### config.mk
export PLATFORM = sky130hd
export DESIGN_NAME = cld_top
export DESIGN_NICKNAME = d
export VERILOG_FILES = /design/src/include/cld_pkg.sv /design/src/logic/cld_io_match.sv /design/src/logic/cld_float_ctl.sv /design/src/logic/cld_top.sv
export SDC_FILE = /design/constraint.sdc
export NUM_CORES = 1
export LEC_CHECK = 0
export BUFFER_PORTS_ARGS = -buffer_cell sky130_fd_sc_hd__buf_2
export CAP_MARGIN = 5
export CORE_ASPECT_RATIO = 0.6
export CORE_MARGIN = 10
export CORE_UTILIZATION = 55
export CTS_CLUSTER_SIZE = 20
export DETAILED_ROUTE_END_ITERATION = 16
export PLACE_DENSITY = 0.76
export SETUP_SLACK_MARGIN = 0.2
export SLEW_MARGIN = 20
export SYNTH_ARGS = -nofsm -noshare
export SYNTH_HDL_FRONTEND = slang
export SYNTH_HIERARCHICAL = 1
export SYNTH_SLANG_ARGS = --single-unit
### constraint.sdc
create_clock -name clk -period 4.83 [get_ports clk]
set_input_delay 0.7245 -clock clk [delete_from_list [all_inputs] [get_ports clk]]
set_output_delay 0.7245 -clock clk [all_outputs]
set_load 0.05 [all_outputs]
### src/include/cld_pkg.sv
// config lock and io decode: shared constants, carriers and helpers
// assumes one clock domain and a byte-wide register port from the lpc front end
// Summary of operation
// - disabled legacy module with float bit floats pins
// - all sixteen address bits above the offset compared on decode, except keyboard bit two and parallel bit ten
// - low address bits give offset within range
// - base offset bits read zero, base aligned
// - legacy base bits fifteen to eleven forced zero
// - parallel port base limited to 3F8h
// - non-legacy devices decode full sixteen-bit space
// - keyboard uses bit two, parallel bit ten
// - set lock freezes itself and its group
// - locks cleared only by power-up reset
// - pin mux lock guards wait bit, cfg2-4
// - gpio cfg lock guards cfg, route, mode
// - fast disable lock guards fd bits, global enable
// - clock lock freezes whole clock register
// - port lock guards port cfg and data bits
// - health lock freezes whole health register
// - wake lock guards led, wake, ps2 registers
// - split register reads one, writes another
// - write-only bits read back zero
// - any write clears write-any-to-clear bit
// - writing one clears, zero leaves unchanged
// - writing one sets, zero leaves unchanged
// - enabled needs activate, global enable, and fast disable clear on devices 0-4 only
package cld_pkg;
  localparam int CLD_NDEV = 8;
  localparam int CLD_NLEG = 6;
  localparam int CLD_NPORT = 8;
  localparam int CLD_NKEY = 8;
  localparam int CLD_LEG_W = 8;
  // ----------------------------------------------------------------
  // logical devices; 0..5 legacy
  // ----------------------------------------------------------------
  localparam int CLD_LD_FLOPPY = 0;
  localparam int CLD_LD_PAR = 1;
  localparam int CLD_LD_KBD = 5;
  localparam int CLD_LD_HEALTH = 6;
  localparam int CLD_LD_GPIO = 7;
  localparam int CLD_NO_BIT = 16;
  // offset width per device (2**n byte range)
  localparam int CLD_SZ_LEG = 3;
  localparam int CLD_SZ_KBD = 0;
  localparam int CLD_SZ_HEALTH = 4;
  localparam int CLD_SZ_GPIO = 5;
  localparam int CLD_KBD_BIT = 2;
  localparam int CLD_PAR_BIT = 10;
  // writable base bits: alignment, legacy ceiling 7FXh, parallel ceiling 3F8h
  localparam logic [15:0] CLD_WM_LEG = 16'h07F8;
  localparam logic [15:0] CLD_WM_PAR = 16'h03F8;
  localparam logic [15:0] CLD_WM_KBD = 16'h07FB;
  localparam logic [15:0] CLD_WM_HEALTH = 16'hFFF0;
  localparam logic [15:0] CLD_WM_GPIO = 16'hFFE0;
  localparam logic [15:0] CLD_CFG_BASE = 16'h002E;
  // ----------------------------------------------------------------
  // register offsets
  // ----------------------------------------------------------------
  localparam logic [7:0] CLD_A_CFG1 = 8'h00;
  localparam logic [7:0] CLD_A_CFG2 = 8'h01;
  localparam logic [7:0] CLD_A_CFG3 = 8'h02;
  localparam logic [7:0] CLD_A_CFG4 = 8'h03;
  localparam logic [7:0] CLD_A_FDIS = 8'h04;
  localparam logic [7:0] CLD_A_CLK = 8'h05;
  localparam logic [7:0] CLD_A_HM = 8'h06;
  localparam logic [7:0] CLD_A_WAKE = 8'h07;
  localparam logic [7:0] CLD_A_SLED = 8'h08;
  localparam logic [7:0] CLD_A_WREG = 8'h09;
  localparam logic [7:0] CLD_A_KEY = 8'h10;
  localparam logic [7:0] CLD_A_PSEL = 8'h20;
  localparam logic [7:0] CLD_A_GCFGA = 8'h21;
  localparam logic [7:0] CLD_A_GCFGB = 8'h22;
  localparam logic [7:0] CLD_A_GEVR = 8'h23;
  localparam logic [7:0] CLD_A_GMODE = 8'h24;
  localparam logic [7:0] CLD_A_GDO = 8'h25;
  localparam logic [7:0] CLD_A_GDIO = 8'h26;
  localparam logic [7:0] CLD_A_GEVT = 8'h27;
  localparam logic [7:0] CLD_A_DISEV = 8'h28;
  localparam logic [7:0] CLD_A_PULSE = 8'h29;
  localparam logic [2:0] CLD_A_LD_HI = 3'h2;
  // ----------------------------------------------------------------
  // field positions and reset values
  // ----------------------------------------------------------------
  localparam int CLD_B_GLOBAL_MODULE_ENABLE = 0;
  localparam int CLD_B_MUXLK = 1;
  localparam int CLD_B_GCFLK = 2;
  localparam int CLD_B_IO_WAIT_STATE_SEL = 3;
  localparam int CLD_B_FDLK = 5;
  localparam int CLD_B_TOPLK = 7;
  localparam int CLD_B_PLOCK = 3;
  localparam logic [7:0] CLD_FD_MASK = 8'h0F;
  localparam logic [7:0] CLD_FD_SCRATCH = 8'hC0;
  localparam logic [7:0] CLD_SLED_LKM = 8'h07;
  localparam logic [7:0] CLD_PORT_LKM = 8'h1F;
  localparam logic [7:0] CLD_CFG1_RST = 8'h01;
  localparam int CLD_NWREG = 5;

  typedef struct packed {
    logic [7:0] addr;
    logic [7:0] wdata;
    logic wr;
    logic rd;
  } cld_regbus_t;

  typedef struct packed {
    logic [15:0] addr;
    logic valid;
  } cld_io_req_t;

  typedef struct packed {
    logic [7:0] cfg2;
    logic [7:0] cfg3;
    logic [7:0] cfg4;
    logic [7:0] clk_cfg;
    logic [7:0] hm_cfg;
    logic [7:0] wake_ctl;
    logic [7:0] sled;
    logic io_wait;
  } cld_ctl_t;

  function automatic logic [7:0] cld_upd(input logic [7:0] old, input logic [7:0] wd,
                                        input logic [7:0] wm);
    return (old & ~wm) | (wd & wm);
  endfunction

  // fast disable bit that applies to a logical device; keyboard and non-legacy have none
  function automatic int cld_fd_bit(input int ld);
    return (ld < 4) ? ld : ((ld == 4) ? 3 : -1);
  endfunction
endpackage

### src/logic/cld_io_match.sv
// one logical device's runtime range decoder
// assumes base arrives already masked to its writable bits
`timescale 1ns/100ps
module cld_io_match #(
  parameter int SZ = 3,
  parameter int IGN = 16
) (
  input wire logic [15:0] base, // device base address
  input wire logic enabled, // device enabled
  input wire logic [15:0] io_addr, // host io address
  output logic hit, // address inside range
  output logic [4:0] off, // register offset
  output logic ext // extra internal decode bit
);
  import cld_pkg::*;
  localparam logic [16:0] SPAN = 17'(1) << SZ;
  localparam logic [15:0] IGNM = (IGN < 16) ? (16'(1) << IGN) : 16'h0000;
  localparam logic [15:0] OFFM = SPAN[15:0] - 16'h0001;
  localparam logic [15:0] CMPM = ~(OFFM | IGNM);
  logic [15:0] offs;

  always_comb begin
    hit = enabled && ((io_addr & CMPM) == (base & CMPM));
    offs = io_addr & OFFM;
    off = offs[4:0];
    ext = (IGN < 16) ? |(io_addr & IGNM) : 1'b0;
  end
endmodule

### src/logic/cld_float_ctl.sv
// pin floating for one legacy module
// assumes pad inputs come from pins outside the clock domain
`timescale 1ns/100ps
module cld_float_ctl (
  input wire logic clk, // core clock
  input wire logic arst_n, // async reset
  input wire logic float_req, // float bit set and module disabled
  input wire logic [cld_pkg::CLD_LEG_W-1:0] mod_out, // module output data
  input wire logic [cld_pkg::CLD_LEG_W-1:0] mod_oe, // module output enables
  input wire logic [cld_pkg::CLD_LEG_W-1:0] pad_in, // pin levels
  output logic [cld_pkg::CLD_LEG_W-1:0] pad_out, // pin drive value
  output logic [cld_pkg::CLD_LEG_W-1:0] pad_oe, // pin drive enable
  output logic [cld_pkg::CLD_LEG_W-1:0] mod_in // synchronised input to module
);
  import cld_pkg::*;
  typedef struct packed {
    logic [CLD_LEG_W-1:0] s1;
    logic [CLD_LEG_W-1:0] s2;
  } cld_flt_st_t;
  cld_flt_st_t st, next_st;

  always_comb begin
    next_st.s1 = pad_in;
    next_st.s2 = st.s1;
  end

  always_ff @(posedge clk or negedge arst_n) begin
    if (!arst_n) begin
      st <= '0;
    end else begin
      st <= next_st;
    end
  end

  // a floated module sees constant zero so stray pin levels cannot wake it
  always_comb begin
    pad_out = float_req ? '0 : mod_out;
    pad_oe = float_req ? '0 : mod_oe;
    mod_in = float_req ? '0 : st.s2;
  end
endmodule

### src/logic/cld_top.sv
// config lock and io decode: register bank, lock groups, range decode, float
// assumes a byte register port and io requests on the same clock as clk
`timescale 1ns/100ps
module cld_top (
  input wire logic clk, // 125 MHz core clock
  input wire logic arst_n, // power-up reset, async
  input wire cld_pkg::cld_regbus_t bus, // register access
  output logic [7:0] rdata, // read data, cycle after rd
  input wire cld_pkg::cld_io_req_t io, // host io cycle address
  output logic cfg_hit, // config index/data pair hit
  output logic [cld_pkg::CLD_NDEV-1:0] io_sel, // device range hit
  output logic [4:0] io_off, // offset in range
  output logic io_ext, // keyboard bit2 / parallel bit10
  output logic [cld_pkg::CLD_NDEV-1:0] mod_en, // module enabled
  output cld_pkg::cld_ctl_t ctl, // configuration out
  output logic [7:0] sw_pulse, // write-only command pulse
  input wire logic [cld_pkg::CLD_NPORT-1:0] gpio_in, // gpio pin levels
  output logic [cld_pkg::CLD_NPORT-1:0] gpio_out, // gpio pin drive
  output logic [cld_pkg::CLD_NPORT-1:0] gpio_oe, // gpio drive enable
  output logic [cld_pkg::CLD_NPORT-1:0] gpio_aux, // second data output
  input wire logic [cld_pkg::CLD_NLEG-1:0][cld_pkg::CLD_LEG_W-1:0] leg_out, // module out
  input wire logic [cld_pkg::CLD_NLEG-1:0][cld_pkg::CLD_LEG_W-1:0] leg_oe, // module oe
  input wire logic [cld_pkg::CLD_NLEG-1:0][cld_pkg::CLD_LEG_W-1:0] leg_pad_in, // pins
  output logic [cld_pkg::CLD_NLEG-1:0][cld_pkg::CLD_LEG_W-1:0] leg_pad_out, // pin value
  output logic [cld_pkg::CLD_NLEG-1:0][cld_pkg::CLD_LEG_W-1:0] leg_pad_oe, // pin enable
  output logic [cld_pkg::CLD_NLEG-1:0][cld_pkg::CLD_LEG_W-1:0] leg_in // to module
);
  import cld_pkg::*;

  // ----------------------------------------------------------------
  // state
  // ----------------------------------------------------------------
  typedef struct packed {
    logic [7:0] cfg1;
    logic [7:0] cfg2;
    logic [7:0] cfg3;
    logic [7:0] cfg4;
    logic [7:0] fdis;
    logic [7:0] clk_cfg;
    logic [7:0] hm_cfg;
    logic [7:0] wake_ctl;
    logic [7:0] sled;
    logic [CLD_NWREG-1:0][7:0] wreg;
    logic [CLD_NKEY-1:0][7:0] key;
    logic [2:0] psel;
    logic [CLD_NPORT-1:0][7:0] cfg_a;
    logic [CLD_NPORT-1:0][7:0] cfg_b;
    logic [CLD_NPORT-1:0][7:0] evr;
    logic [CLD_NPORT-1:0][7:0] mode;
    logic [CLD_NPORT-1:0] dout;
    logic [CLD_NPORT-1:0] dio;
    logic [CLD_NPORT-1:0] evt;
    logic [7:0] disev;
    logic [7:0] pulse;
    logic [CLD_NDEV-1:0] act;
    logic [CLD_NDEV-1:0] flt;
    logic [CLD_NDEV-1:0][15:0] base;
    logic [CLD_NDEV-1:0] en_q;
    logic [CLD_NPORT-1:0] gs1;
    logic [CLD_NPORT-1:0] gs2;
    logic [CLD_NPORT-1:0] gprev;
    logic [7:0] rdata;
    logic [CLD_NDEV-1:0] io_sel;
    logic [4:0] io_off;
    logic io_ext;
    logic cfg_hit;
  } cld_state_t;

  cld_state_t st, next_st;
  logic [CLD_NDEV-1:0] en;
  logic [CLD_NDEV-1:0] hit;
  logic [CLD_NDEV-1:0][4:0] off;
  logic [CLD_NDEV-1:0] ext;
  logic mux_lk, gcf_lk, fd_lk, clk_lk, hm_lk, wk_lk;

  // writable bits of each base register
  function automatic logic [15:0] base_wm(input int ld);
    if (ld == CLD_LD_PAR) begin
      return CLD_WM_PAR;
    end else if (ld == CLD_LD_KBD) begin
      return CLD_WM_KBD;
    end else if (ld == CLD_LD_HEALTH) begin
      return CLD_WM_HEALTH;
    end else if (ld == CLD_LD_GPIO) begin
      return CLD_WM_GPIO;
    end else begin
      return CLD_WM_LEG;
    end
  endfunction

  // ----------------------------------------------------------------
  // lock and enable terms
  // ----------------------------------------------------------------
  always_comb begin
    mux_lk = st.cfg1[CLD_B_MUXLK];
    gcf_lk = st.cfg1[CLD_B_GCFLK];
    fd_lk = st.fdis[CLD_B_FDLK];
    clk_lk = st.clk_cfg[CLD_B_TOPLK];
    hm_lk = st.hm_cfg[CLD_B_TOPLK];
    wk_lk = st.wake_ctl[CLD_B_TOPLK];
    for (int i = 0; i < CLD_NDEV; i++) begin
      en[i] = st.act[i] && st.cfg1[CLD_B_GLOBAL_MODULE_ENABLE];
      if (cld_fd_bit(i) >= 0) begin
        en[i] = en[i] && !st.fdis[3'(cld_fd_bit(i))];
      end
    end
  end

  // ----------------------------------------------------------------
  // range decoders and pin float
  // ----------------------------------------------------------------
  for (genvar g = 0; g < CLD_NDEV; g++) begin : g_match
    localparam int SZ = (g == CLD_LD_KBD) ? CLD_SZ_KBD :
                        (g == CLD_LD_HEALTH) ? CLD_SZ_HEALTH :
                        (g == CLD_LD_GPIO) ? CLD_SZ_GPIO : CLD_SZ_LEG;
    localparam int IGN = (g == CLD_LD_KBD) ? CLD_KBD_BIT :
                         (g == CLD_LD_PAR) ? CLD_PAR_BIT : CLD_NO_BIT;
    cld_io_match #(.SZ(SZ), .IGN(IGN)) u_match (
      .base(st.base[g]),
      .enabled(en[g]),
      .io_addr(io.addr),
      .hit(hit[g]),
      .off(off[g]),
      .ext(ext[g])
    );
  end

  for (genvar g = 0; g < CLD_NLEG; g++) begin : g_float
    cld_float_ctl u_float (
      .clk(clk),
      .arst_n(arst_n),
      .float_req(st.flt[g] && !st.en_q[g]),
      .mod_out(leg_out[g]),
      .mod_oe(leg_oe[g]),
      .pad_in(leg_pad_in[g]),
      .pad_out(leg_pad_out[g]),
      .pad_oe(leg_pad_oe[g]),
      .mod_in(leg_in[g])
    );
  end

  // ----------------------------------------------------------------
  // next state
  // ----------------------------------------------------------------
  always_comb begin
    logic [7:0] a;
    logic [7:0] wd;
    logic [7:0] rd;
    logic [7:0] wm;
    logic [2:0] p;
    logic [2:0] ld;
    logic [15:0] bnew;
    logic [CLD_NPORT-1:0] rise;
    logic [CLD_NPORT-1:0] plk;
    a = bus.addr;
    wd = bus.wdata;
    rd = 8'h00;
    wm = 8'h00;
    p = st.psel;
    ld = a[4:2];
    bnew = st.base[ld];
    next_st = st;
    for (int i = 0; i < CLD_NPORT; i++) begin
      plk[i] = st.cfg_a[i][CLD_B_PLOCK];
    end
    next_st.gs1 = gpio_in;
    next_st.gs2 = st.gs1;
    next_st.gprev = st.gs2;
    rise = st.gs2 & ~st.gprev;
    next_st.en_q = en;
    next_st.pulse = 8'h00;
    // a module dropping out of the enabled set raises the disable event
    if (|(st.en_q & ~en)) begin
      next_st.disev[0] = 1'b1;
    end
    // runtime decode; config pair compared on all bits but the index/data select
    next_st.cfg_hit = io.valid && (io.addr[15:1] == CLD_CFG_BASE[15:1]);
    next_st.io_sel = io.valid ? hit : '0;
    next_st.io_off = 5'h00;
    next_st.io_ext = 1'b0;
    for (int i = 0; i < CLD_NDEV; i++) begin
      if (io.valid && hit[i]) begin
        next_st.io_off = next_st.io_off | off[i];
        next_st.io_ext = next_st.io_ext | ext[i];
      end
    end

    // writes: each lock removes its group from the write mask; the cycle still completes
    if (bus.wr) begin
      if (a == CLD_A_CFG1) begin
        wm = 8'hF0;
        if (!mux_lk) begin
          wm[CLD_B_IO_WAIT_STATE_SEL] = 1'b1;
        end
        if (!fd_lk) begin
          wm[CLD_B_GLOBAL_MODULE_ENABLE] = 1'b1;
        end
        next_st.cfg1 = cld_upd(st.cfg1, wd, wm);
        if (!mux_lk) begin
          next_st.cfg1[CLD_B_MUXLK] = st.cfg1[CLD_B_MUXLK] | wd[CLD_B_MUXLK];
        end
        if (!gcf_lk) begin
          next_st.cfg1[CLD_B_GCFLK] = st.cfg1[CLD_B_GCFLK] | wd[CLD_B_GCFLK];
        end
      end else if (a == CLD_A_CFG2 && !mux_lk) begin
        next_st.cfg2 = wd;
      end else if (a == CLD_A_CFG3 && !mux_lk) begin
        next_st.cfg3 = wd;
      end else if (a == CLD_A_CFG4 && !mux_lk) begin
        next_st.cfg4 = wd;
      end else if (a == CLD_A_FDIS) begin
        wm = fd_lk ? CLD_FD_SCRATCH : (CLD_FD_SCRATCH | CLD_FD_MASK);
        next_st.fdis = cld_upd(st.fdis, wd, wm);
        next_st.fdis[CLD_B_FDLK] = st.fdis[CLD_B_FDLK] | wd[CLD_B_FDLK];
      end else if (a == CLD_A_CLK && !clk_lk) begin
        next_st.clk_cfg = wd;
      end else if (a == CLD_A_HM && !hm_lk) begin
        next_st.hm_cfg = wd;
      end else if (a == CLD_A_WAKE && !wk_lk) begin
        next_st.wake_ctl = wd;
      end else if (a == CLD_A_SLED) begin
        wm = wk_lk ? ~CLD_SLED_LKM : 8'hFF;
        next_st.sled = cld_upd(st.sled, wd, wm);
      end else if (a >= CLD_A_WREG && a < CLD_A_WREG + 8'(CLD_NWREG)) begin
        if (!wk_lk) begin
          next_st.wreg[3'(a - CLD_A_WREG)] = wd;
        end
      end else if (a >= CLD_A_KEY && a < CLD_A_KEY + 8'(CLD_NKEY)) begin
        if (!wk_lk) begin
          next_st.key[a[2:0]] = wd;
        end
      end else if (a == CLD_A_PSEL) begin
        next_st.psel = wd[2:0];
      end else if (a == CLD_A_GCFGA) begin
        wm = gcf_lk ? 8'h00 : ~CLD_PORT_LKM;
        if (!plk[p]) begin
          wm = wm | (gcf_lk ? 8'h00 : CLD_PORT_LKM);
          wm[CLD_B_PLOCK] = 1'b0;
        end
        next_st.cfg_a[p] = cld_upd(st.cfg_a[p], wd, wm);
        if (!plk[p]) begin
          next_st.cfg_a[p][CLD_B_PLOCK] = wd[CLD_B_PLOCK];
        end
      end else if (a == CLD_A_GCFGB && !gcf_lk && !plk[p]) begin
        next_st.cfg_b[p] = wd;
      end else if (a == CLD_A_GEVR && !gcf_lk) begin
        next_st.evr[p] = wd;
      end else if (a == CLD_A_GMODE && !gcf_lk) begin
        next_st.mode[p] = wd;
      end else if (a == CLD_A_GDO) begin
        next_st.dout = cld_upd(st.dout, wd, ~plk);
      end else if (a == CLD_A_GDIO) begin
        next_st.dio = cld_upd(st.dio, wd, ~plk);
      end else if (a == CLD_A_GEVT) begin
        next_st.evt = st.evt & ~wd;
      end else if (a == CLD_A_DISEV) begin
        next_st.disev = 8'h00;
      end else if (a == CLD_A_PULSE) begin
        next_st.pulse = wd;
      end else if (a[7:5] == CLD_A_LD_HI) begin
        if (a[1:0] == 2'h0) begin
          next_st.act[ld] = wd[0];
        end else if (a[1:0] == 2'h1) begin
          bnew[15:8] = wd;
        end else if (a[1:0] == 2'h2) begin
          bnew[7:0] = wd;
        end else begin
          next_st.flt[ld] = wd[0] && (ld < 3'(CLD_NLEG));
        end
        next_st.base[ld] = bnew & base_wm(int'(ld));
      end
    end
    // hardware sets win over a same-cycle host clear
    next_st.evt = next_st.evt | rise;
    if (|(st.en_q & ~en)) begin
      next_st.disev[0] = 1'b1;
    end

    // reads: registered, unmapped answers zero
    if (a == CLD_A_CFG1) begin
      rd = st.cfg1;
    end else if (a == CLD_A_CFG2) begin
      rd = st.cfg2;
    end else if (a == CLD_A_CFG3) begin
      rd = st.cfg3;
    end else if (a == CLD_A_CFG4) begin
      rd = st.cfg4;
    end else if (a == CLD_A_FDIS) begin
      rd = st.fdis;
    end else if (a == CLD_A_CLK) begin
      rd = st.clk_cfg;
    end else if (a == CLD_A_HM) begin
      rd = st.hm_cfg;
    end else if (a == CLD_A_WAKE) begin
      rd = st.wake_ctl;
    end else if (a == CLD_A_SLED) begin
      rd = st.sled;
    end else if (a >= CLD_A_WREG && a < CLD_A_WREG + 8'(CLD_NWREG)) begin
      rd = st.wreg[3'(a - CLD_A_WREG)];
    end else if (a >= CLD_A_KEY && a < CLD_A_KEY + 8'(CLD_NKEY)) begin
      rd = st.key[a[2:0]];
    end else if (a == CLD_A_PSEL) begin
      rd = {5'h00, st.psel};
    end else if (a == CLD_A_GCFGA) begin
      rd = st.cfg_a[p];
    end else if (a == CLD_A_GCFGB) begin
      rd = st.cfg_b[p];
    end else if (a == CLD_A_GEVR) begin
      rd = st.evr[p];
    end else if (a == CLD_A_GMODE) begin
      rd = st.mode[p];
    end else if (a == CLD_A_GDO) begin
      rd = st.dout;
    end else if (a == CLD_A_GDIO) begin
      rd = st.gs2;
    end else if (a == CLD_A_GEVT) begin
      rd = st.evt;
    end else if (a == CLD_A_DISEV) begin
      rd = st.disev;
    end else if (a == CLD_A_PULSE) begin
      rd = 8'h00;
    end else if (a[7:5] == CLD_A_LD_HI) begin
      if (a[1:0] == 2'h0) begin
        rd = {7'h00, st.act[ld]};
      end else if (a[1:0] == 2'h1) begin
        rd = st.base[ld][15:8];
      end else if (a[1:0] == 2'h2) begin
        rd = st.base[ld][7:0];
      end else begin
        rd = {7'h00, st.flt[ld]};
      end
    end
    next_st.rdata = bus.rd ? rd : 8'h00;
  end

  // ----------------------------------------------------------------
  // registers; only power-up reset clears the locks
  // ----------------------------------------------------------------
  always_ff @(posedge clk or negedge arst_n) begin
    if (!arst_n) begin
      st <= '0;
      st.cfg1 <= CLD_CFG1_RST;
    end else begin
      st <= next_st;
    end
  end

  // ----------------------------------------------------------------
  // outputs
  // ----------------------------------------------------------------
  always_comb begin
    rdata = st.rdata;
    cfg_hit = st.cfg_hit;
    io_sel = st.io_sel;
    io_off = st.io_off;
    io_ext = st.io_ext;
    mod_en = st.en_q;
    sw_pulse = st.pulse;
    gpio_out = st.dio;
    gpio_aux = st.dout;
    for (int i = 0; i < CLD_NPORT; i++) begin
      gpio_oe[i] = st.cfg_a[i][0];
    end
    ctl.cfg2 = st.cfg2;
    ctl.cfg3 = st.cfg3;
    ctl.cfg4 = st.cfg4;
    ctl.clk_cfg = st.clk_cfg;
    ctl.hm_cfg = st.hm_cfg;
    ctl.wake_ctl = st.wake_ctl;
    ctl.sled = st.sled;
    ctl.io_wait = st.cfg1[CLD_B_IO_WAIT_STATE_SEL];
  end
endmodule

# Word level (Yosys, flattened, before mapping)
# Index checks and enable logic that the tools add are counted.
op_classes:
  addsub: 1
  magnitude_cmp: 13
  eq_ne: 34
  muxes: 209
  bitwise_logic: 68
  n_reduce_logical: 93
ops:
  columns: ["operator", "n"]
  rows:
  - ["two-way mux 168 bit", 19]
  - ["two-way mux 16 bit", 53]
  - ["two-way mux 8 bit", 79]
  - ["bitwise mux 64 bit", 6]
  - ["two-way mux 144 bit", 2]
  - ["two-way mux 153 bit", 1]
  - ["two-way mux 152 bit", 1]
  - ["binary-select mux 8 bit (select 3 bit)", 6]
  - ["bitwise mux 128 bit", 1]
  - ["AND 8 bit", 14]
  - ["demux 8 bit (select 3 bit)", 4]
  - ["equality test 8 x 6 -> 1 bit, second input constant", 10]
  - ["NOT 8 bit", 9]
  - ["two-way mux 64 bit", 1]
  - ["bitwise OR 8 bit", 7]
  - ["logical AND 1 bit", 53]
  - ["equality test 13 bit", 4]
  - ["binary-select mux 16 bit (select 3 bit)", 1]
  - ["demux 16 bit (select 3 bit)", 1]
  - ["bitwise mux 40 bit", 1]
  - ["equality test 8 x 3 -> 1 bit, second input constant", 4]
  - ["two-way mux 6 bit", 5]
  - ["AND reduction 13 bit", 2]
  - ["AND reduction 26 bit", 1]
  - ["57 further kinds", 133]
totals:
  ff_bits: 763
  input_bits: 189
  word_cells: 509

# Logic depth before layout (Yosys ltp)
# Gate-level depths: netlist (run 1).
logic_depth:
  depth_word: 54
  depth_mapped: 13
  mapped_depth_nobuf: 9

# Hierarchy
# Netlist (run 1), hierarchy kept.
modules_own_cells:
  columns: ["module", "instances", "cells_per_inst", "area_each_um2", "seq_area_each_um2"]
  rows:
  - ["cld_top", 1, 2729, 31833.0, 16467.0]
  - ["cld_float_ctl", 6, 42, 613.1, 400.4]
  - ["cld_io_match at g_match[0].u_match ...", 4, 25, 197.7, 0.0]
  - ["cld_io_match at g_match[1].u_match ...", 2, 24, 187.7, 0.0]
  - ["cld_io_match at g_match[5].u_match", 1, 27, 217.7, 0.0]
  - ["cld_io_match at g_match[7].u_match", 1, 22, 173.9, 0.0]

# Least setup slack after synthesis (run 1)
# OpenSTA, ideal clock, no wires.
synth_timing:
  path_kind: "in2reg"
  startpoint: "input bus[11] in the netlist's numbering"
  endpoint: "register st[369] in the netlist's numbering"
  t_arrival_ns: 3.495
  required_time_ns: 4.705
  path_slack_ns: 1.211
  path_stages: 10
  path_buffers: 1
  path_cell_list: "clkbuf_1 > inv_1 > ha_1 > or3_1 > a21oi_1 > o221ai_2 > nor3_2 > nand4_4 > nor2_8 > mux2_2"
synth_between:
  elab_chain_len: 4
synth_rtl:
  columns: ["element", "line_no", "text"]
  rows:
  - ["start: declaration", "cld_top.sv:7", "input wire cld_pkg::cld_regbus_t bus,"]
  - ["greater-or-equal comparator 8 x 5 -> 1 bit, or another cell as far along", "cld_top.sv:228", "end else if (a >= CLD_A_KEY && a < CLD_A_KEY + 8'(CLD_NKEY)) begin"]
  - ["logical AND 1 bit, or another cell as far along", "cld_top.sv:228", null]
  - ["NOT 1 bit (no line) or logical AND 1 bit (tied branches)", null, null]
  - ["AND reduction 15 bit (no line) *", null, null]
  - ["end signal: assignment", "cld_top.sv:344", "st <= next_st;"]
  - ["end: declaration", "cld_top.sv:69", "cld_state_t st, next_st;"]
# Every way passes the cells marked *; elsewhere a longest branch is shown, timed or not.
# A chain may end at the register's enable or synchronous reset.

# Final worst setup path (run 1)
layout_timing:
  startpoint: "register st[497] in the netlist's numbering"
  endpoint: "register st[285] in the netlist's numbering"
layout_between:
  elab_chain_len: 6
layout_rtl:
  columns: ["element", "line_no", "text"]
  rows:
  - ["binary-select mux 1 bit (select 3 bit)", "cld_top.sv:244", "end else if (a == CLD_A_GCFGB && !gcf_lk && !plk[p]) begin"]
  - ["two-way mux 1 bit (implied by the code)", "cld_top.sv:244", null]
  - ["zero test 1 bit", "cld_top.sv:244", null]
  - ["logical AND 1 bit", "cld_top.sv:244", null]
  - ["NOT 1 bit (no line)", null, null]
  - ["AND reduction 17 bit (no line)", null, null]
# Parallel ways exist; a longest one is shown, timed or not. The select of a mux whose other input is x is not followed.

==> impl_metrics.prom, run 1 <==
# TYPE chip_impl_metric gauge
chip_impl_info{name="outcome",value="finished, final reports clean"} 1
chip_impl_metric{name="routed_wire_length_per_instance",unit="µm"} 28.5
chip_impl_metric{name="routed_wirelength",unit="µm"} 125000
chip_impl_metric{name="ys_warn_count",unit=""} 6
chip_impl_metric{name="r2r.worst_path.cells",unit=""} 7
chip_impl_metric{name="timing.clock.skew",unit="ns"} 0.0265
chip_impl_metric{name="floorplan.initialDensity",unit="%"} 55.7
chip_impl_metric{name="clock.fmax",unit="MHz"} 272
chip_impl_metric{name="clk_pin_slew_worst_paths",unit="ns"} 0.07
chip_impl_metric{name="floorplan.rows",unit=""} 73
chip_impl_metric{name="number_of_global_route_vias_before_repair",unit=""} 26800
chip_impl_metric{name="final_min_period_over_clock_period",unit="%"} 76.0
chip_impl_metric{name="critical_path_required",unit="ns"} 5.35
chip_impl_metric{name="num_vias",unit=""} 27500
chip_impl_metric{name="core_area",unit="µm²"} 66500
chip_impl_metric{name="leakage_power_figure",unit="µW"} 0.0199
chip_impl_metric{name="power_density",unit="nW/µm²"} 337
chip_impl_metric{name="n_fill_cell",unit=""} 5328
chip_impl_metric{name="finalSetupTns",unit="ns"} 0
chip_impl_metric{name="final-seq-area",unit="µm²"} 18900
chip_impl_metric{name="drv.max_cap_violation_count",unit=""} 0
chip_impl_info{name="commonest_cells_after_routing_fill_and_taps_aside",value="sky130_fd_sc_hd__dfrtp_1, sky130_fd_sc_hd__buf_2, sky130_fd_sc_hd__mux2_2, sky130_fd_sc_hd__nand2_1, sky130_fd_sc_hd__o21ai_0"} 1
chip_impl_metric{name="clock_tree.htree_level_count",unit=""} 3
chip_impl_metric{name="cts_num_sinks",unit=""} 754
chip_impl_metric{name="cts-resized-gates",unit=""} 0
chip_impl_metric{name="timing.reg2reg.setup_slack",unit="ns"} 1.16
chip_impl_info{name="setup_repair_after_global_routing_missed_its_margin",value="no"} 1
chip_impl_metric{name="final_critical_path_setup_slack",unit="ns"} 1.16
chip_impl_metric{name="ios",unit=""} 453
chip_impl_metric{name="post-route-min-period",unit="ns"} 3.67
chip_impl_metric{name="placed_cell_area",unit="µm²"} 39100
chip_impl_metric{name="area_growth",unit="%"} 12.1
chip_impl_metric{name="ctsLongestPathBuffers",unit=""} 3
chip_impl_metric{name="number_of_buffers_created_by_cts",unit=""} 71
chip_impl_metric{name="ant_nets",unit=""} 0
chip_impl_metric{name="dp_worst_setup_slack",unit="ns"} 0.685
chip_impl_metric{name="ctsHoldBuffers",unit=""} 0
chip_impl_metric{name="routed_via_density",unit=""} 6.27
chip_impl_info{name="reg2reg_launch_point",value="st[497]$_DFFE_PN0P_"} 1
chip_impl_metric{name="track_usage",unit="%"} 30.9
chip_impl_metric{name="drt_pre_antenna_iters",unit=""} 9
chip_impl_metric{name="grt_start_max_net_pins",unit=""} 114
chip_impl_metric{name="mean_syn_cell_area",unit="µm²"} 11.7
chip_impl_metric{name="postSynthCellCount",unit=""} 3177
chip_impl_metric{name="timing.final.hold_violations",unit=""} 0
chip_impl_metric{name="timing.critical_path.fanout_max",unit=""} 29
chip_impl_info{name="critical_path_class",value="flop to flop"} 1
chip_impl_metric{name="numPortBuffers",unit=""} 452
chip_impl_metric{name="die-width",unit="µm"} 355
chip_impl_metric{name="finalWeightedCongestion",unit=""} 1.01
chip_impl_metric{name="setup_viol",unit=""} 0
chip_impl_metric{name="final_net_count",unit=""} 3625
chip_impl_info{name="worst_hold_path_type",value="primary input to async pin"} 1
chip_impl_metric{name="dp_hpwl",unit="µm"} 90300
chip_impl_info{name="crit-reg2reg-capture",value="st[285]$_DFFE_PN0P_"} 1
chip_impl_metric{name="worst_skew_pair.late_latency",unit="ns"} 0.64
chip_impl_metric{name="antenna_found_initial",unit=""} 5
chip_impl_info{name="clk_root_buffer_cell",value="sky130_fd_sc_hd__clkbuf_16"} 1
chip_impl_metric{name="multi_input_comb_area",unit="µm²"} 15900
chip_impl_metric{name="ir_worst_vdd",unit="mV"} 0.262
chip_impl_metric{name="drt_iter0_drc",unit=""} 3396
chip_impl_metric{name="grt_overflow",unit=""} 0
chip_impl_metric{name="die_height",unit="µm"} 221
chip_impl_metric{name="timing_max_transition_violations_final",unit=""} 0
chip_impl_metric{name="grt_first_pass_wirelength",unit="µm"} 184000
chip_impl_info{name="endpoint_kind",value="flop"} 1
chip_impl_info{name="most_common_cell_after_layout_fill_and_taps_aside",value="sky130_fd_sc_hd__dfrtp_1"} 1
chip_impl_metric{name="die-area",unit="µm²"} 78500
chip_impl_metric{name="drt_drc_violations_left",unit=""} 0
chip_impl_info{name="crit_path_start_kind",value="flop"} 1
chip_impl_info{name="cts_tree",value="done"} 1
chip_impl_metric{name="timing_worst_slew_pin_value",unit="ns"} 1.21
chip_impl_metric{name="post_synth_instance_area",unit="µm²"} 37100
chip_impl_metric{name="final_instance_area",unit="µm²"} 41500
chip_impl_metric{name="postCtsSetupRepairBufs",unit=""} 0
chip_impl_metric{name="max-slew-margin-rel",unit="%"} 19.3
chip_impl_metric{name="drive_gt1_share",unit="%"} 36.7
chip_impl_metric{name="worstPathArrival",unit="ns"} 4.19
-- layer usage --
| metal | share of wire, % | vias to the layer above | track usage, % |
|---|---|---|---|
| met3 | 16 | 226 | 15.7 |
| met4 | 2.8 | 0 | 8.49 |
| met5 | 0 | - | 0 |
| met1 | 42 | 13900 | 44.0 |
| met2 | 40 | 1790 | 40.6 |
| li1 | - | 11600 | - |
-- flip-flops by register name (all words and copies together), names as in the netlist, 16 cells and up, named ones only --
signal and count:
st 514, ctl 53, g_float.u_float/next_st 48, next_st 16, g_float.u_float/st 48
-- critical path, cell delays in order, from the launching register on --
cell and delay (ns):
sky130_fd_sc_hd__dfrtp_2 0.83, sky130_fd_sc_hd__nand2b_1 0.43, sky130_fd_sc_hd__o221ai_1 0.30, sky130_fd_sc_hd__a22o_2 0.33, sky130_fd_sc_hd__o21bai_1 0.16, sky130_fd_sc_hd__buf_4 0.24
sky130_fd_sc_hd__nor4_2 0.81, sky130_fd_sc_hd__mux2_2 0.42
-- metrics by stage --
step	utilization, %	total power (µW)	cells	hold slack [ns]
after floorplan	-	7720	3191	0.331
after global placement	58.9	8220	4259	0.331
after global routing	62.5	14400	4388	0.173
after CTS	62.4	14000	4385	0.164
after detailed placement	58.9	8240	4259	0.335
final	62.5	14000	4391	0.137
-- how the worst max path moves through the flow --
stage,from,endpoint,slack (ns),depth (start not counted)
final,st[497]$_DFFE_PN0P_,st[285]$_DFFE_PN0P_,1.16,7
after global routing,st[497]$_DFFE_PN0P_,st[289]$_DFFE_PN0P_,1.10,7
after CTS,st[496]$_DFFE_PN0P_,st[416]$_DFFE_PN0P_,1.23,7
after detailed placement,bus[11],st[416]$_DFFE_PN0P_,0.68,11
after global placement,bus[11],st[427]$_DFFE_PN0P_,0.80,11
after floorplan,bus[11],st[369]$_DFFE_PN0P_,1.21,10
-- cell type report --
class / count / share of cell area [%]
flip-flops and latches: 754 / 45.5
multi-input cells: 2022 / 38.4
repair buffers: 542 / 7.31
clock buffers: 101 / 5.04
well taps: 900 / 2.71
clock inverters: 25 / 0.693
inverters: 41 / 0.371
diodes: 6 / 0.0361
-- report_power, final --
group / switching [µW] / internal, µW / leakage (µW)
Clock: 2520 / 3300 / 0.00116
Combinational: 1110 / 461 / 0.00861
Sequential: 142 / 6450 / 0.0101
(Power assumes the default switching activity.)
==> run 2, diff against run 1 <==
Clock period 4.83 ns to 3.7 ns, I/O delays scaled along.
==> impl_metrics.prom, run 2 (synthesis results as in run 1) <==
# TYPE chip_impl_metric gauge
chip_impl_metric{name="timing_worst_slew_pin_value",unit="ns"} 1.02
chip_impl_metric{name="ctsLongestPathBuffers",unit=""} 3
chip_impl_metric{name="clk_pin_slew_worst_paths",unit="ns"} 0.07
chip_impl_metric{name="worstPathArrival",unit="ns"} 4.04
chip_impl_metric{name="timing.reg2reg.setup_slack",unit="ns"} 0.23
chip_impl_metric{name="timing.clock.skew",unit="ns"} 0.0352
chip_impl_metric{name="setup_viol",unit=""} 0
chip_impl_metric{name="final_min_period_over_clock_period",unit="%"} 93.8
chip_impl_metric{name="finalWeightedCongestion",unit=""} 1.04
chip_impl_metric{name="grt_first_pass_wirelength",unit="µm"} 188000
chip_impl_metric{name="worst-path-buf-inv",unit=""} 1
chip_impl_metric{name="clock_tree.htree_level_count",unit=""} 3
chip_impl_info{name="clk_root_buffer_cell",value="sky130_fd_sc_hd__clkbuf_16"} 1
chip_impl_metric{name="cts_num_sinks",unit=""} 754
chip_impl_metric{name="leakage_power_figure",unit="µW"} 0.0207
chip_impl_info{name="cts_tree",value="done"} 1
chip_impl_metric{name="core_area",unit="µm²"} 66500
chip_impl_info{name="setup_repair_after_global_routing_missed_its_margin",value="no"} 1
chip_impl_metric{name="number_of_global_route_vias_before_repair",unit=""} 27700
chip_impl_metric{name="routed_wire_length_per_instance",unit="µm"} 28.0
chip_impl_metric{name="timing_max_transition_violations_final",unit=""} 0
chip_impl_metric{name="drt_iter0_drc",unit=""} 3867
chip_impl_metric{name="antenna_found_initial",unit=""} 6
chip_impl_metric{name="track_usage",unit="%"} 31.5
chip_impl_metric{name="drt_pre_antenna_iters",unit=""} 9
chip_impl_metric{name="grt_overflow",unit=""} 0
chip_impl_metric{name="post-route-min-period",unit="ns"} 3.47
chip_impl_metric{name="final_net_count",unit=""} 3763
chip_impl_metric{name="stdcell_count",unit=""} 4532
chip_impl_metric{name="slowest_delay",unit="ns"} 0.99
chip_impl_info{name="biggest_register",value="st"} 1
chip_impl_info{name="reg2reg_launch_point",value="st[496]$_DFFE_PN0P_"} 1
chip_impl_metric{name="power_density",unit="nW/µm²"} 436
chip_impl_metric{name="die_height",unit="µm"} 221
chip_impl_metric{name="die-width",unit="µm"} 355
chip_impl_metric{name="clock.fmax",unit="MHz"} 288
chip_impl_metric{name="critical_path_required",unit="ns"} 4.28
chip_impl_info{name="crit-reg2reg-capture",value="rdata[6]$_DFF_PN0_"} 1
chip_impl_metric{name="r2r.worst_path.cells",unit=""} 7
chip_impl_metric{name="numPortBuffers",unit=""} 452
chip_impl_info{name="critical_path_class",value="flop to flop"} 1
chip_impl_info{name="path_cells",value="nand2b_1 -> o221ai_1 -> a2111oi_0 -> nor3_1 -> a211o_1 -> a21oi_1 -> buf_4"} 1
chip_impl_info{name="timing.critical_path.max_delay_family",value="compound AO/OA/AOI/OAI gates"} 1
chip_impl_metric{name="drv.max_cap_violation_count",unit=""} 0
chip_impl_metric{name="area_growth",unit="%"} 15.7
chip_impl_metric{name="max-slew-margin-rel",unit="%"} 30.1
chip_impl_metric{name="place.detailed.instances",unit=""} 4367
chip_impl_metric{name="n_fill_cell",unit=""} 5170
chip_impl_metric{name="routed_wirelength",unit="µm"} 127000
chip_impl_info{name="worst_hold_path_type",value="primary input to flop"} 1
chip_impl_info{name="worst_path_max_delay_cell",value="sky130_fd_sc_hd__a2111oi_0"} 1
chip_impl_info{name="crit_path_start_kind",value="flop"} 1
chip_impl_metric{name="number_of_buffers_created_by_cts",unit=""} 72
chip_impl_metric{name="ant_nets",unit=""} 0
chip_impl_metric{name="min_path_cells",unit=""} 1
chip_impl_metric{name="drive_gt1_share",unit="%"} 38.5
chip_impl_metric{name="timing.critical_path.fanout_max",unit=""} 32
chip_impl_metric{name="largest_reg_flops",unit=""} 514
chip_impl_info{name="worst_min_delay_path_startpoint",value="leg_pad_in[6]"} 1
chip_impl_info{name="whs_endpoint",value="g_float[0].u_float/next_st[6]$_DFF_PN0_"} 1
chip_impl_metric{name="worst_skew_pair.late_latency",unit="ns"} 0.65
chip_impl_metric{name="drt_drc_violations_left",unit=""} 0
chip_impl_metric{name="timing.final.hold_violations",unit=""} 0
chip_impl_metric{name="ios",unit=""} 453
chip_impl_info{name="outcome",value="finished, final reports clean"} 1
chip_impl_info{name="most_common_cell_after_layout_fill_and_taps_aside",value="sky130_fd_sc_hd__dfrtp_1"} 1
chip_impl_info{name="commonest_cells_after_routing_fill_and_taps_aside",value="sky130_fd_sc_hd__dfrtp_1, sky130_fd_sc_hd__buf_2, sky130_fd_sc_hd__mux2_2, sky130_fd_sc_hd__nand2_1, sky130_fd_sc_hd__o21ai_0"} 1
chip_impl_metric{name="dp_hpwl",unit="µm"} 94200
chip_impl_metric{name="routed_via_density",unit=""} 6.23
chip_impl_metric{name="die-area",unit="µm²"} 78500
chip_impl_metric{name="grt_start_max_net_pins",unit=""} 86
chip_impl_info{name="endpoint_kind",value="flop"} 1
chip_impl_metric{name="floorplan.initialDensity",unit="%"} 55.7
chip_impl_metric{name="num_vias",unit=""} 28200
chip_impl_metric{name="ir_worst_vdd",unit="mV"} 0.416
chip_impl_metric{name="finalSetupTns",unit="ns"} 0
chip_impl_metric{name="floorplan.rows",unit=""} 73
## run 2: changes by cell type in the layout (fill, tap and decap cells not counted), sizes merged
cell,delta
buf,+108
dlygate4sd3,+29
clkinv,+10
bufinv,+4
clkinvlp,-4
clkbuf,-2
diode,-2
inv,-2
## run 2: timing repair
item / in CTS / in global routing
endpoints found under the hold margin: 78 / 0
setup buffers: 0 / 0
hold buffers: 29 / 0
resized for setup: 0 / 1
setup endpoints to repair: 0 / 40
## run 2: layer usage
metal  track usage, %  wire length [µm]
met5            0.750                90
met3             14.5             18800
met4             8.20              3400
met2             41.7             50300
met1             45.7             54000
## run 2: report_power, final
part	internal [µW]	total [µW]	switching, µW
logic	676	2140	1460
registers	8430	8620	191
clock network	4600	7940	3340
total	13700	18700	5000
## run 2: worst max-delay path by stage
stage                   startpoint             endpoint  cells after the start
2_1_floorplan              bus[11]  st[369]$_DFFE_PN0P_                     10
3_3_place_gp               bus[11]  st[247]$_DFFE_PN0P_                      9
3_5_place_dp               bus[11]  st[248]$_DFFE_PN0P_                      9
4_1_cts        st[497]$_DFFE_PN0P_  st[355]$_DFFE_PN0P_                      9
5_1_grt        st[496]$_DFFE_PN0P_  st[355]$_DFFE_PN0P_                     10
6_report       st[496]$_DFFE_PN0P_   rdata[6]$_DFF_PN0_                      7
## run 2: cell type report
class / count / area, µm² / share of cell area [%]
flip-flops and latches: 754 / 18900 / 44.0
multi-input cells: 2022 / 15900 / 37.2
repair buffers: 679 / 4230 / 9.86
clock buffers: 99 / 2070 / 4.84
well taps: 900 / 1130 / 2.63
clock inverters: 33 / 458 / 1.07
inverters: 41 / 154 / 0.359
diodes: 4 / 10.0 / 0.0233
## run 2: worst register-to-register path, cell delays in order, from the launching register on
cell and delay, ns:
sky130_fd_sc_hd__dfrtp_4 0.73, sky130_fd_sc_hd__nand2b_1 0.51, sky130_fd_sc_hd__o221ai_1 0.37, sky130_fd_sc_hd__a2111oi_0 0.99, sky130_fd_sc_hd__nor3_1 0.16, sky130_fd_sc_hd__a211o_1 0.36, sky130_fd_sc_hd__a21oi_1 0.13, sky130_fd_sc_hd__buf_4 0.15
## run 2: stage by stage
stage | area (µm²) | setup slack (ns) | hold slack [ns] | total power (µW) | util, %
floorplan | 37100 | 0.250 | 0.259 | 10100 | -
global placement | 40000 | 0.114 | 0.331 | 10800 | 60.2
detailed placement | 40000 | 0.0318 | 0.335 | 10800 | 60.2
CTS | 42900 | 0.334 | 0.000463 | 18700 | 64.5
global route | 42900 | 0.228 | 0.00690 | 19300 | 64.5
finish | 42900 | 0.231 | 0.0324 | 18700 | 64.5
